===== src/npsr_pkg.sv =====
// package for the oscillator phase-sync and preset-0 register bank
`default_nettype none
package npsr_pkg;
  // printed offsets are not all multiples of four: they are indices, byte address = 4 * index
  localparam logic [11:0] IDX_SYNC_CTRL = 12'h219;
  localparam logic [11:0] IDX_FREQ_A0 = 12'h220;
  localparam logic [11:0] IDX_PHASE_A0 = 12'h224;
  localparam logic [11:0] IDX_LINK_CTRL = 12'h300;
  localparam logic [11:0] IDX_STATUS = 12'h301;
  localparam int ADDR_W = 14;
  localparam logic [7:0] SYNC_CTRL_RST = 8'h02;
  localparam logic [31:0] FREQ_A0_RST = 32'hc0000000;
  localparam logic [15:0] PHASE_A0_RST = 16'h0000;
  localparam int POS_LINK_INIT = 1;
  localparam int POS_ARM = 0;
  localparam int POS_ENC_64 = 0;
  localparam int POS_PRESET_CONTROL_MODE = 1;
  localparam int POS_CSEL = 2;
  localparam logic [31:0] UNMAPPED_RD = 32'h00000000;
  localparam int PHASE_W = 16;
  typedef struct packed {
    logic [31:0] freq;
    logic [31:0] phase;
  } npsr_osc_t;
  typedef enum logic [1:0] {
    NPSR_IDLE = 2'b00,
    NPSR_SEEN0 = 2'b01,
    NPSR_ARMED = 2'b11,
    NPSR_DONE = 2'b10
  } npsr_arm_t;
endpackage
`default_nettype wire


===== src/npsr_regs.sv =====
// oscillator phase-sync control and channel A preset-0 registers
//
// Local design decision: register access over Avalon-MM.
`default_nettype none
//////////////////////////////////////////////////////////////////////////////
module npsr_regs #(
  parameter int PHASE_BITS = 16
) (
  input wire logic CLOCK,
  input wire logic ARST_N,
  input wire logic [13:0] AVS_ADDRESS,
  input wire logic AVS_READ,
  input wire logic AVS_WRITE,
  input wire logic [31:0] AVS_WRITEDATA,
  input wire logic [3:0] AVS_BYTEENABLE,
  output var logic [31:0] AVS_READDATA,
  output var logic AVS_WAITREQUEST,
  input wire logic SYNC_N,
  input wire logic SYSREF,
  input wire logic FRAME_BOUNDARY,
  output var logic PHASE_INIT,
  output var logic OSC_ACTIVE,
  output var logic [31:0] OSC_FREQ,
  output var logic [31:0] OSC_PHASE,
  output var logic LINK_SYNC_REQ
);
  if (PHASE_BITS != npsr_pkg::PHASE_W) begin : g_chk
    $error("PHASE_BITS must equal 16");
  end

  //////////////////////////////////////////////////////////////////////////////
  // bus slave: one wait cycle, answer on the second edge
  logic ack_ff, nxt_ack;
  logic [31:0] rdata_ff, nxt_rdata;
  logic [7:0] sync_ctrl_ff, nxt_sync_ctrl;
  logic [31:0] freq_ff, nxt_freq;
  logic [15:0] phase_ff, nxt_phase;
  logic [7:0] link_ctrl_ff, nxt_link_ctrl;
  logic arm_wr_ff, nxt_arm_wr;
  logic arm_val_ff, nxt_arm_val;
  logic [11:0] idx;
  logic wr_go, rd_go;
  npsr_pkg::npsr_arm_t arm_ff, nxt_arm;
  logic link_pend_ff, nxt_link_pend;

  assign idx = AVS_ADDRESS[13:2];
  assign wr_go = AVS_WRITE && !ack_ff;
  assign rd_go = AVS_READ && !ack_ff;

  function automatic logic [31:0] merge(input logic [31:0] old, input logic [31:0] nw,
                                        input logic [3:0] be);
    logic [31:0] r;
    r = old;
    for (int i = 0; i < 4; i++) begin
      if (be[i]) begin
        r[8*i +: 8] = nw[8*i +: 8];
      end
    end
    return r;
  endfunction

  always_comb begin
    logic [31:0] m;
    m = 32'h00000000;
    nxt_ack = (AVS_READ || AVS_WRITE) && !ack_ff;
    nxt_rdata = rdata_ff;
    nxt_sync_ctrl = sync_ctrl_ff;
    nxt_freq = freq_ff;
    nxt_phase = phase_ff;
    nxt_link_ctrl = link_ctrl_ff;
    nxt_arm_wr = 1'b0;
    nxt_arm_val = arm_val_ff;
    if (wr_go) begin
      case (idx)
        npsr_pkg::IDX_SYNC_CTRL: begin
          m = merge({24'h000000, sync_ctrl_ff}, AVS_WRITEDATA, AVS_BYTEENABLE);
          nxt_sync_ctrl = m[7:0];
          nxt_arm_wr = AVS_BYTEENABLE[0];
          nxt_arm_val = AVS_WRITEDATA[npsr_pkg::POS_ARM];
        end
        npsr_pkg::IDX_FREQ_A0: begin
          nxt_freq = merge(freq_ff, AVS_WRITEDATA, AVS_BYTEENABLE);
        end
        npsr_pkg::IDX_PHASE_A0: begin
          m = merge({16'h0000, phase_ff}, AVS_WRITEDATA, AVS_BYTEENABLE);
          nxt_phase = m[15:0];
        end
        npsr_pkg::IDX_LINK_CTRL: begin
          m = merge({24'h000000, link_ctrl_ff}, AVS_WRITEDATA, AVS_BYTEENABLE);
          nxt_link_ctrl = m[7:0];
        end
        default: begin
          nxt_link_ctrl = link_ctrl_ff;
        end
      endcase
    end
    if (rd_go) begin
      case (idx)
        npsr_pkg::IDX_SYNC_CTRL: nxt_rdata = {24'h000000, sync_ctrl_ff};
        npsr_pkg::IDX_FREQ_A0: nxt_rdata = freq_ff;
        npsr_pkg::IDX_PHASE_A0: nxt_rdata = {16'h0000, phase_ff};
        npsr_pkg::IDX_LINK_CTRL: nxt_rdata = {24'h000000, link_ctrl_ff};
        npsr_pkg::IDX_STATUS: nxt_rdata = {29'h00000000, link_pend_ff, arm_ff};
        default: nxt_rdata = npsr_pkg::UNMAPPED_RD;
      endcase
    end
  end

  always_ff @(posedge CLOCK or negedge ARST_N) begin
    if (!ARST_N) begin
      ack_ff <= 1'b0;
      rdata_ff <= 32'h00000000;
      sync_ctrl_ff <= npsr_pkg::SYNC_CTRL_RST;
      freq_ff <= npsr_pkg::FREQ_A0_RST;
      phase_ff <= npsr_pkg::PHASE_A0_RST;
      link_ctrl_ff <= 8'h00;
      arm_wr_ff <= 1'b0;
      arm_val_ff <= 1'b0;
    end else begin
      ack_ff <= nxt_ack;
      rdata_ff <= nxt_rdata;
      sync_ctrl_ff <= nxt_sync_ctrl;
      freq_ff <= nxt_freq;
      phase_ff <= nxt_phase;
      link_ctrl_ff <= nxt_link_ctrl;
      arm_wr_ff <= nxt_arm_wr;
      arm_val_ff <= nxt_arm_val;
    end
  end

  always_comb begin
    AVS_WAITREQUEST = !ack_ff;
    AVS_READDATA = rdata_ff;
  end

  //////////////////////////////////////////////////////////////////////////////
  // pin synchronisers: three stages, a change counts when stages 2 and 3 agree
  logic [2:0] sync_sh_ff, nxt_sync_sh;
  logic [2:0] sref_sh_ff, nxt_sref_sh;
  logic [2:0] fb_sh_ff, nxt_fb_sh;
  logic sync_lvl_ff, nxt_sync_lvl;
  logic sref_lvl_ff, nxt_sref_lvl;
  logic fb_lvl_ff, nxt_fb_lvl;
  logic sync_rise, sref_rise, fb_rise;

  always_comb begin
    nxt_sync_sh = {sync_sh_ff[1:0], SYNC_N};
    nxt_sref_sh = {sref_sh_ff[1:0], SYSREF};
    nxt_fb_sh = {fb_sh_ff[1:0], FRAME_BOUNDARY};
    nxt_sync_lvl = (sync_sh_ff[1] == sync_sh_ff[2]) ? sync_sh_ff[2] : sync_lvl_ff;
    nxt_sref_lvl = (sref_sh_ff[1] == sref_sh_ff[2]) ? sref_sh_ff[2] : sref_lvl_ff;
    nxt_fb_lvl = (fb_sh_ff[1] == fb_sh_ff[2]) ? fb_sh_ff[2] : fb_lvl_ff;
    sync_rise = nxt_sync_lvl && !sync_lvl_ff;
    sref_rise = nxt_sref_lvl && !sref_lvl_ff;
    fb_rise = nxt_fb_lvl && !fb_lvl_ff;
  end

  always_ff @(posedge CLOCK or negedge ARST_N) begin
    if (!ARST_N) begin
      // sync~ idles high: start at that level so a reset with the link up leaves no false rise
      sync_sh_ff <= 3'h7;
      sref_sh_ff <= 3'h0;
      fb_sh_ff <= 3'h0;
      sync_lvl_ff <= 1'b1;
      sref_lvl_ff <= 1'b0;
      fb_lvl_ff <= 1'b0;
    end else begin
      sync_sh_ff <= nxt_sync_sh;
      sref_sh_ff <= nxt_sref_sh;
      fb_sh_ff <= nxt_fb_sh;
      sync_lvl_ff <= nxt_sync_lvl;
      sref_lvl_ff <= nxt_sref_lvl;
      fb_lvl_ff <= nxt_fb_lvl;
    end
  end

  //////////////////////////////////////////////////////////////////////////////
  // phase-init triggers
  logic init_ff, nxt_init;
  logic link_req_ff, nxt_link_req;
  logic active_ff, nxt_active;
  npsr_pkg::npsr_osc_t osc_ff, nxt_osc;
  logic enc64;

  assign enc64 = link_ctrl_ff[npsr_pkg::POS_ENC_64];

  always_comb begin
    nxt_arm = arm_ff;
    nxt_link_pend = link_pend_ff;
    nxt_init = 1'b0;
    // arm only on a 0 write followed by a 1 write
    case (arm_ff)
      npsr_pkg::NPSR_IDLE, npsr_pkg::NPSR_DONE: begin
        if (arm_wr_ff && !arm_val_ff) begin
          nxt_arm = npsr_pkg::NPSR_SEEN0;
        end
      end
      npsr_pkg::NPSR_SEEN0: begin
        if (arm_wr_ff && arm_val_ff) begin
          nxt_arm = npsr_pkg::NPSR_ARMED;
        end
      end
      npsr_pkg::NPSR_ARMED: begin
        if (arm_wr_ff && !arm_val_ff) begin
          nxt_arm = npsr_pkg::NPSR_SEEN0;
        end else if (sref_rise) begin
          nxt_arm = npsr_pkg::NPSR_DONE;
          nxt_init = 1'b1;
        end
      end
      default: nxt_arm = npsr_pkg::NPSR_IDLE;
    endcase
    // sync rise waits for the next frame boundary; same logic for both encodings
    if (!sync_ctrl_ff[npsr_pkg::POS_LINK_INIT]) begin
      nxt_link_pend = 1'b0;
    end else if (sync_rise) begin
      nxt_link_pend = 1'b1;
    end else if (link_pend_ff && fb_rise) begin
      nxt_link_pend = 1'b0;
      nxt_init = 1'b1;
    end
    // 64b/66b: sync never reaches the link state machine
    nxt_link_req = enc64 ? 1'b0 : !nxt_sync_lvl;
    nxt_active = !link_ctrl_ff[npsr_pkg::POS_PRESET_CONTROL_MODE] &&
                 (link_ctrl_ff[npsr_pkg::POS_CSEL +: 2] == 2'h0);
    nxt_osc.freq = freq_ff;
    // left-justified, modular: signed and unsigned readings coincide
    nxt_osc.phase = {phase_ff, 16'h0000};
  end

  always_ff @(posedge CLOCK or negedge ARST_N) begin
    if (!ARST_N) begin
      arm_ff <= npsr_pkg::NPSR_IDLE;
      link_pend_ff <= 1'b0;
      init_ff <= 1'b0;
      link_req_ff <= 1'b0;
      active_ff <= 1'b0;
      osc_ff <= '0;
    end else begin
      arm_ff <= nxt_arm;
      link_pend_ff <= nxt_link_pend;
      init_ff <= nxt_init;
      link_req_ff <= nxt_link_req;
      active_ff <= nxt_active;
      osc_ff <= nxt_osc;
    end
  end

  always_comb begin
    PHASE_INIT = init_ff;
    LINK_SYNC_REQ = link_req_ff;
    OSC_ACTIVE = active_ff;
    OSC_FREQ = osc_ff.freq;
    OSC_PHASE = osc_ff.phase;
  end

  //////////////////////////////////////////////////////////////////////////////
  armed_fire_a: assert property (@(posedge CLOCK) disable iff (!ARST_N)
    (arm_ff == npsr_pkg::NPSR_ARMED && sref_rise && !arm_wr_ff) |=> PHASE_INIT)
    else $error("armed sysref rise gave no phase init");
  oneshot_sref_a: assert property (@(posedge CLOCK) disable iff (!ARST_N)
    (arm_ff == npsr_pkg::NPSR_DONE && !sync_ctrl_ff[npsr_pkg::POS_LINK_INIT]) |=> !PHASE_INIT)
    else $error("phase init after one-shot without rearm");
  link_init_a: assert property (@(posedge CLOCK) disable iff (!ARST_N)
    (link_pend_ff && fb_rise && sync_ctrl_ff[npsr_pkg::POS_LINK_INIT] && !sync_rise)
    |=> PHASE_INIT)
    else $error("frame boundary after sync rise gave no init");
  enc_both_a: assert property (@(posedge CLOCK) disable iff (!ARST_N)
    (sync_rise && sync_ctrl_ff[npsr_pkg::POS_LINK_INIT]) |=> link_pend_ff)
    else $error("sync rise not taken in this encoding");
  sync_link_a: assert property (@(posedge CLOCK) disable iff (!ARST_N)
    $past(enc64) |-> !LINK_SYNC_REQ)
    else $error("sync reached link in 64b/66b");
  freq_reset_a: assert property (@(posedge CLOCK)
    $rose(ARST_N) |-> freq_ff == npsr_pkg::FREQ_A0_RST)
    else $error("frequency word reset value wrong");
  phase_just_a: assert property (@(posedge CLOCK) disable iff (!ARST_N)
    ##1 OSC_PHASE == {$past(phase_ff), 16'h0000})
    else $error("phase not left-justified");
  phase_low_a: assert property (@(posedge CLOCK) disable iff (!ARST_N)
    OSC_PHASE[15:0] == 16'h0000)
    else $error("phase low bits not zero");
  preset_sel_a: assert property (@(posedge CLOCK) disable iff (!ARST_N)
    ARST_N |=> OSC_ACTIVE == ($past(link_ctrl_ff[3:1]) == 3'h0))
    else $error("preset-0 active flag wrong");
  edge_once_a: assert property (@(posedge CLOCK) disable iff (!ARST_N)
    sref_rise |=> !sref_rise)
    else $error("one sysref edge counted twice");
  same_phase_a: assert property (@(posedge CLOCK) disable iff (!ARST_N)
    ##1 OSC_PHASE[31:16] == $past(phase_ff))
    else $error("phase bits altered by sign reading");
endmodule // npsr_regs
`default_nettype wire


===== config.mk =====
export PLATFORM = sky130hd
export DESIGN_NAME = npsr_regs
export DESIGN_NICKNAME = d
export VERILOG_FILES = /design/src/npsr_pkg.sv /design/src/npsr_regs.sv
export SDC_FILE = /design/constraint.sdc
export NUM_CORES = 1
export LEC_CHECK = 0
export BUFFER_PORTS_ARGS = -buffer_cell sky130_fd_sc_hd__buf_2
export CAP_MARGIN = 20
export CORE_UTILIZATION = 24
export DETAILED_ROUTE_END_ITERATION = 8
export PLACE_DENSITY_LB_ADDON = 0.05
export RECOVER_POWER = 100
export SYNTH_ARGS = -nofsm -noshare
export SYNTH_HDL_FRONTEND = slang
export SYNTH_SLANG_ARGS = --single-unit

===== constraint.sdc =====
create_clock -name CLOCK -period 4.3 [get_ports CLOCK]
set_input_delay 1.29 -clock CLOCK [delete_from_list [all_inputs] [get_ports CLOCK]]
set_output_delay 1.29 -clock CLOCK [all_outputs]
set_load 0.05 [all_outputs]

==> impl_metrics.json, run 1 <==
{
  "setup_viol": 0,
  "firstDrtPassIters": 4,
  "worst-path-buf-inv": 1,
  "finClkSkew_ps": 8.96,
  "floorplan.initialDensity_pct": 24.7,
  "max_stage_delay_ps": 690,
  "synth_cell_types": 47,
  "relSlewSlack_pct": -37.6,
  "slowest_stage": "or4b_1",
  "instances_no_fill": 885,
  "hold_path_class": "reg2reg",
  "violations": "capacitance limit, slew limit",
  "gp_congestion": 0.753,
  "row_count": 57,
  "synth_area_um2": 6050,
  "drc": 0,
  "cts_hold_buf": 0,
  "cts_tree": "done",
  "drt_iter0_drc": 128,
  "nets": 605,
  "tns_ps": 0,
  "critPathLaunchType": "input pin",
  "path_clk_slew_ps": 70,
  "cts.sinks": 165,
  "ys_ff_latch": 165,
  "hold_viol": 0,
  "yosysWarnings": 0,
  "antenna_left": 0,
  "synthArstFlopShare_pct": 100,
  "worstPathRequired_ps": 4600,
  "rsz0062_at_grt": "no",
  "io_pins": 157,
  "postPlaceCellArea_um2": 7090,
  "placed_cells": 853,
  "syn_area_per_cell_um2": 15.2,
  "p_leak_nw": 3.65,
  "p_per_area_nw_per_um2": 442,
  "synthFlopType": "dfrtp_1",
  "die_w_um": 161,
  "layout_min_cycle_time_ps": 3440,
  "antenna_found_initial": 1,
  "ctsResizeCount": 0,
  "io_buffers": 138,
  "dieHeight_um": 161,
  "postSynthCellCount": 399,
  "area_delta_synth_final_pct": 23.6,
  "cts_max_level": 4,
  "endpoint_kind": "flip-flop",
  "clk_latency_ps": 430,
  "final_area_um2": 7480,
  "ctsRootBufferMaster": "clkbuf_16",
  "cts_buffers": 17,
  "dpl.hpwl_um": 10300,
  "clock_path_buffers": 2,
  "grt_max_degree": 81,
  "fmax_mhz": 291,
  "critPathArrivalTime_ps": 3740,
  "finalCoreUtilization_pct": 30.5,
  "crit_family": "simple AND/OR/NAND/NOR gates",
  "post-route-period-util_pct": 80.0,
  "critPathMaxFanout": 8,
  "synth_edf_count": 0,
  "via_per_inst": 4.21,
  "grt_pass1_wl_um": 24100,
  "maxSlewViolCount": 80,
  "core_region_area_um2": 24500,
  "crit_type": "in2reg",
  "outcome": "finished with violations",
  "irDropWorstVdd_mv": 0.179,
  "track_usage_pct": 12.5,
  "drv_cap": 1,
  "overflow": 0,
  "die_area_um2": 25800,
  "worst_pin_slew_ps": 2060,
  "cts_setup_buffers": 0,
  "ys_seq_area_share_pct": 68.4,
  "fillers": 2572,
  "vias": 3730,
  "diodes": 0,
  "layout-drive-gt1-share_pct": 19.3,
  "crit_chain": "clkbuf_1, or4b_1, nor3_1, nand4_1, mux2_1",
  "post_drt_wl_per_cell_um": 17.1,
  "wl_um": 15200,
  "grt_pass1_vias": 4071
}
[where the power goes]
part           switching (mW)  internal (mW)  total [mW]
registers              0.0161           1.58        1.59
logic                   0.179         0.0470       0.227
clock network           0.697          0.787        1.48
[layer usage]
metal	track usage (%)	up-vias	part of all wire (%)
met4	4.37	2	1.2
met5	0	-	0.086
met3	4.31	14	6.4
li1	-	1700	-
met2	20.0	107	48
met1	15.5	1907	45
[synth_stat cells, types with 3 or more instances]
master | n | share of area [%]
a21oi_1 | 13 | 1.1
a221oi_1 | 4 | 0.58
a22o_1 | 16 | 2.3
a22oi_1 | 4 | 0.50
and4b_1 | 3 | 0.50
buf_2 | 5 | 0.41
buf_4 | 19 | 2.4
clkbuf_1 | 6 | 0.37
dfrtp_1 | 158 | 65
dfstp_2 | 7 | 3.0
inv_1 | 3 | 0.19
mux2_1 | 56 | 10
mux2_2 | 16 | 3.0
mux2i_1 | 8 | 1.3
nand2_1 | 16 | 0.99
nand2b_1 | 3 | 0.31
nor2_1 | 13 | 0.81
nor2b_1 | 3 | 0.31
nor3_1 | 3 | 0.25
o21ai_1 | 8 | 0.66
o22ai_1 | 3 | 0.31
[cells by family (layout without fill, tap and decap cells)]
logic type | after synthesis | in the layout | synth area share [%]
flops | 165 | 165 | 68.4
mux | 80 | 80 | 14.7
buf+inv | 36 | 183 | 3.64
compound gates | 54 | 54 | 6.20
other cells | 1 | 16 | 0.0620
simple gates | 61 | 61 | 6.64
fa+ha+maj | 2 | 2 | 0.331
[cells in the final DEF, fill, tap and decap left out, drive strengths merged, types with 3 or more instances in the layout]
cell type    n
a221oi       4
conb        16
clkbuf     112
a22o        16
buf         54
and4b        3
nand2b       3
mux2i        8
o21ai        9
dfrtp      158
nor2b        3
nand2       16
nor3         4
inv         12
mux2        72
o22ai        3
a22oi        4
clkinv       3
a21oi       13
nor2        14
dfstp        7
[per-stage QoR]
stage	power, mW	worst slack (ps)	hold WS, ps
after floorplan	1.76	1210	331
after global placement	1.86	707	336
after detailed placement	1.86	670	336
after CTS	3.38	1130	356
after global routing	3.45	592	366
final	3.30	861	352
[final cells by class]
cell class	count	area (um^2)	share of cell area, %
sequential	165	4140	55.3
multi-input combinational	213	1700	22.8
timing repair buffer	148	647	8.65
clock buffer	18	439	5.87
tap	324	405	5.42
clock inverter	14	138	1.84
inverter	3	11.3	0.151
[sequential cells by signal (all words and copies together), names as in the netlist, 2 cells and up]
signal	cells
OSC_PHASE	16
arm_ff	2
sync_sh_ff	3
OSC_FREQ	32
freq_ff	32
sync_ctrl_ff	8
link_ctrl_ff	8
AVS_READDATA	32
phase_ff	16
sref_sh_ff	3
fb_sh_ff	3
[worst reg2reg max path, cell delays in order, from the launching register on]
cell,delay [ps]
dfrtp_1,420
nor2b_1,520
nand4_1,650
mux2_1,530
[worst paths after layout]
check	startpoint	end	slack, ps	cells after the start
min in group asynchronous	ARST_N	OSC_PHASE[18]	1460	1
min reg2reg	sref_sh_ff[0]	sref_sh_ff[1]	350	0
max reg2reg	ack_ff	phase_ff[13]	2070	3
min	sref_sh_ff[0]	sref_sh_ff[1]	350	0
max	AVS_ADDRESS[10]	phase_ff[13]	860	5
max in group asynchronous	ARST_N	OSC_PHASE[21]	1100	2
(Power assumes the default switching activity.)
==> inputs of run 2 (changes only) <==
- clock period: 4.3 -> 2.8 ns (I/O delays scaled with it)
==> run 2 against run 1 <==
  * The flow now finishes without violations
  * Register-to-register slack got worse by 1200 ps
  * Sequential share of layout area decreased by 1.1 points
  * Power increased by 57%
  * Via count increased by 0.32%
  * Largest cell class unchanged
==> impl_metrics.json, run 2 (synthesis results as in run 1) <==
{
  "outcome": "complete, no violations",
  "cts_max_level": 4,
  "firstDrtPassIters": 4,
  "use_met3_pct": 4.42,
  "row_count": 57,
  "antenna_left": 0,
  "cts_hold_buf": 0,
  "fmax_mhz": 390,
  "setup_ws_ps": 235,
  "worst_pin_slew_ps": 1230,
  "maxSlewViolCount": 0,
  "grt_max_degree": 52,
  "cts.sinks": 165,
  "layout_min_cycle_time_ps": 2570,
  "ctsRootBufferMaster": "clkbuf_16",
  "drv_cap": 0,
  "p_leak_nw": 3.74,
  "track_usage_pct": 12.5,
  "post_drt_wl_per_cell_um": 17.1,
  "ctsResizeCount": 0,
  "drt_iter0_drc": 115,
  "critPathLaunchType": "input pin",
  "grt_pass1_vias": 4020,
  "diodes": 0,
  "relSlewSlack_pct": 18.2,
  "overflow": 0,
  "endpoint_kind": "flip-flop",
  "preCtsSetupSlack_ps": -95.6,
  "critPathArrivalTime_ps": 2920,
  "crit_type": "in2reg",
  "wl_um": 15400,
  "hold_path_class": "reg2reg",
  "die_w_um": 161,
  "rsz0062_at_grt": "no",
  "layout-drive-gt1-share_pct": 21.2,
  "post-route-period-util_pct": 91.6,
  "floorplan.initialDensity_pct": 24.7,
  "clk_latency_ps": 420,
  "area_delta_synth_final_pct": 26.1,
  "setup_viol": 0,
  "tns_ps": 0,
  "io_buffers": 138,
  "clock_path_buffers": 2,
  "io_pins": 157,
  "layout_common_cells": "158 x dfrtp_1, 95 x clkbuf_1, 56 x mux2_1",
  "cts_buffers": 17,
  "cts_setup_buffers": 0,
  "dpl.hpwl_um": 10400,
  "grtUsageMet1_pct": 15.9,
  "antenna_found_initial": 1,
  "vias": 3742,
  "die_area_um2": 25800,
  "p_per_area_nw_per_um2": 681,
  "drc": 0,
  "nets": 619,
  "via_per_inst": 4.16,
  "layout_commonest_cell": "dfrtp_1",
  "met2_usage_pct": 20.1,
  "gp_congestion": 0.721,
  "hold_viol": 0,
  "irDropWorstVdd_mv": 0.264,
  "worstPathRequired_ps": 3150,
  "dieHeight_um": 161,
  "grt_pass1_wl_um": 24200,
  "grt_busiest_layer": "met2",
  "critPathMaxFanout": 16,
  "cts_tree": "done",
  "finClkSkew_ps": 11.5,
  "path_clk_slew_ps": 60,
  "core_region_area_um2": 24500
}
run 2: layout make-up:
class	count	area, um^2
repair buffers	162	776
flip-flops and latches	165	4140
fillers	2546	16900
clock inverters	14	164
inverters	3	11.3
well taps	324	405
multi-input cells	213	1700
clock buffers	18	429
run 2: routing by layer:
metal  vias to the layer above  wire, um
met2                       106      7330
met3                        11       926
met1                      1905      6990
met4                         2       129
li1                       1718         -
met5                         -        17
run 2: path summary, 6_finish.rpt:
path,from,end,slack (ps),cells past startpoint
max,AVS_ADDRESS[10],AVS_READDATA[28],230,5
min,sref_sh_ff[0],sref_sh_ff[1],350,0
max reg2reg,ack_ff,AVS_READDATA[28],870,4
min reg2reg,sref_sh_ff[0],sref_sh_ff[1],350,0
max in group asynchronous,ARST_N,AVS_READDATA[15],690,2
min in group asynchronous,ARST_N,OSC_FREQ[7],670,1
run 2: critical path: stages:
cell    delay (ps)
buf_2          100
or4b_1         660
or4_1          670
nor2_4         420
a22o_1         210
run 2: power by group:
group | switching (mW) | internal [mW] | total (mW)
Clock | 1.04 | 1.35 | 2.39
Sequential | 0.0251 | 2.42 | 2.45
Combinational | 0.278 | 0.0772 | 0.355
Total | 1.35 | 3.85 | 5.19
run 2: metrics by stage:
stage                     hold slack [ps]  instance area (um^2)  instances  total power, mW  utilization [%]
after floorplan                       331                  6110        414             2.71                -
after global placement                336                  7280        867             2.87             29.7
after detailed placement              340                  7280        867             2.87             29.7
after CTS                             355                  7880        899             5.31             32.1
after global routing                  358                  7630        899             5.42             31.1
final                                 351                  7630        899             5.19             31.1
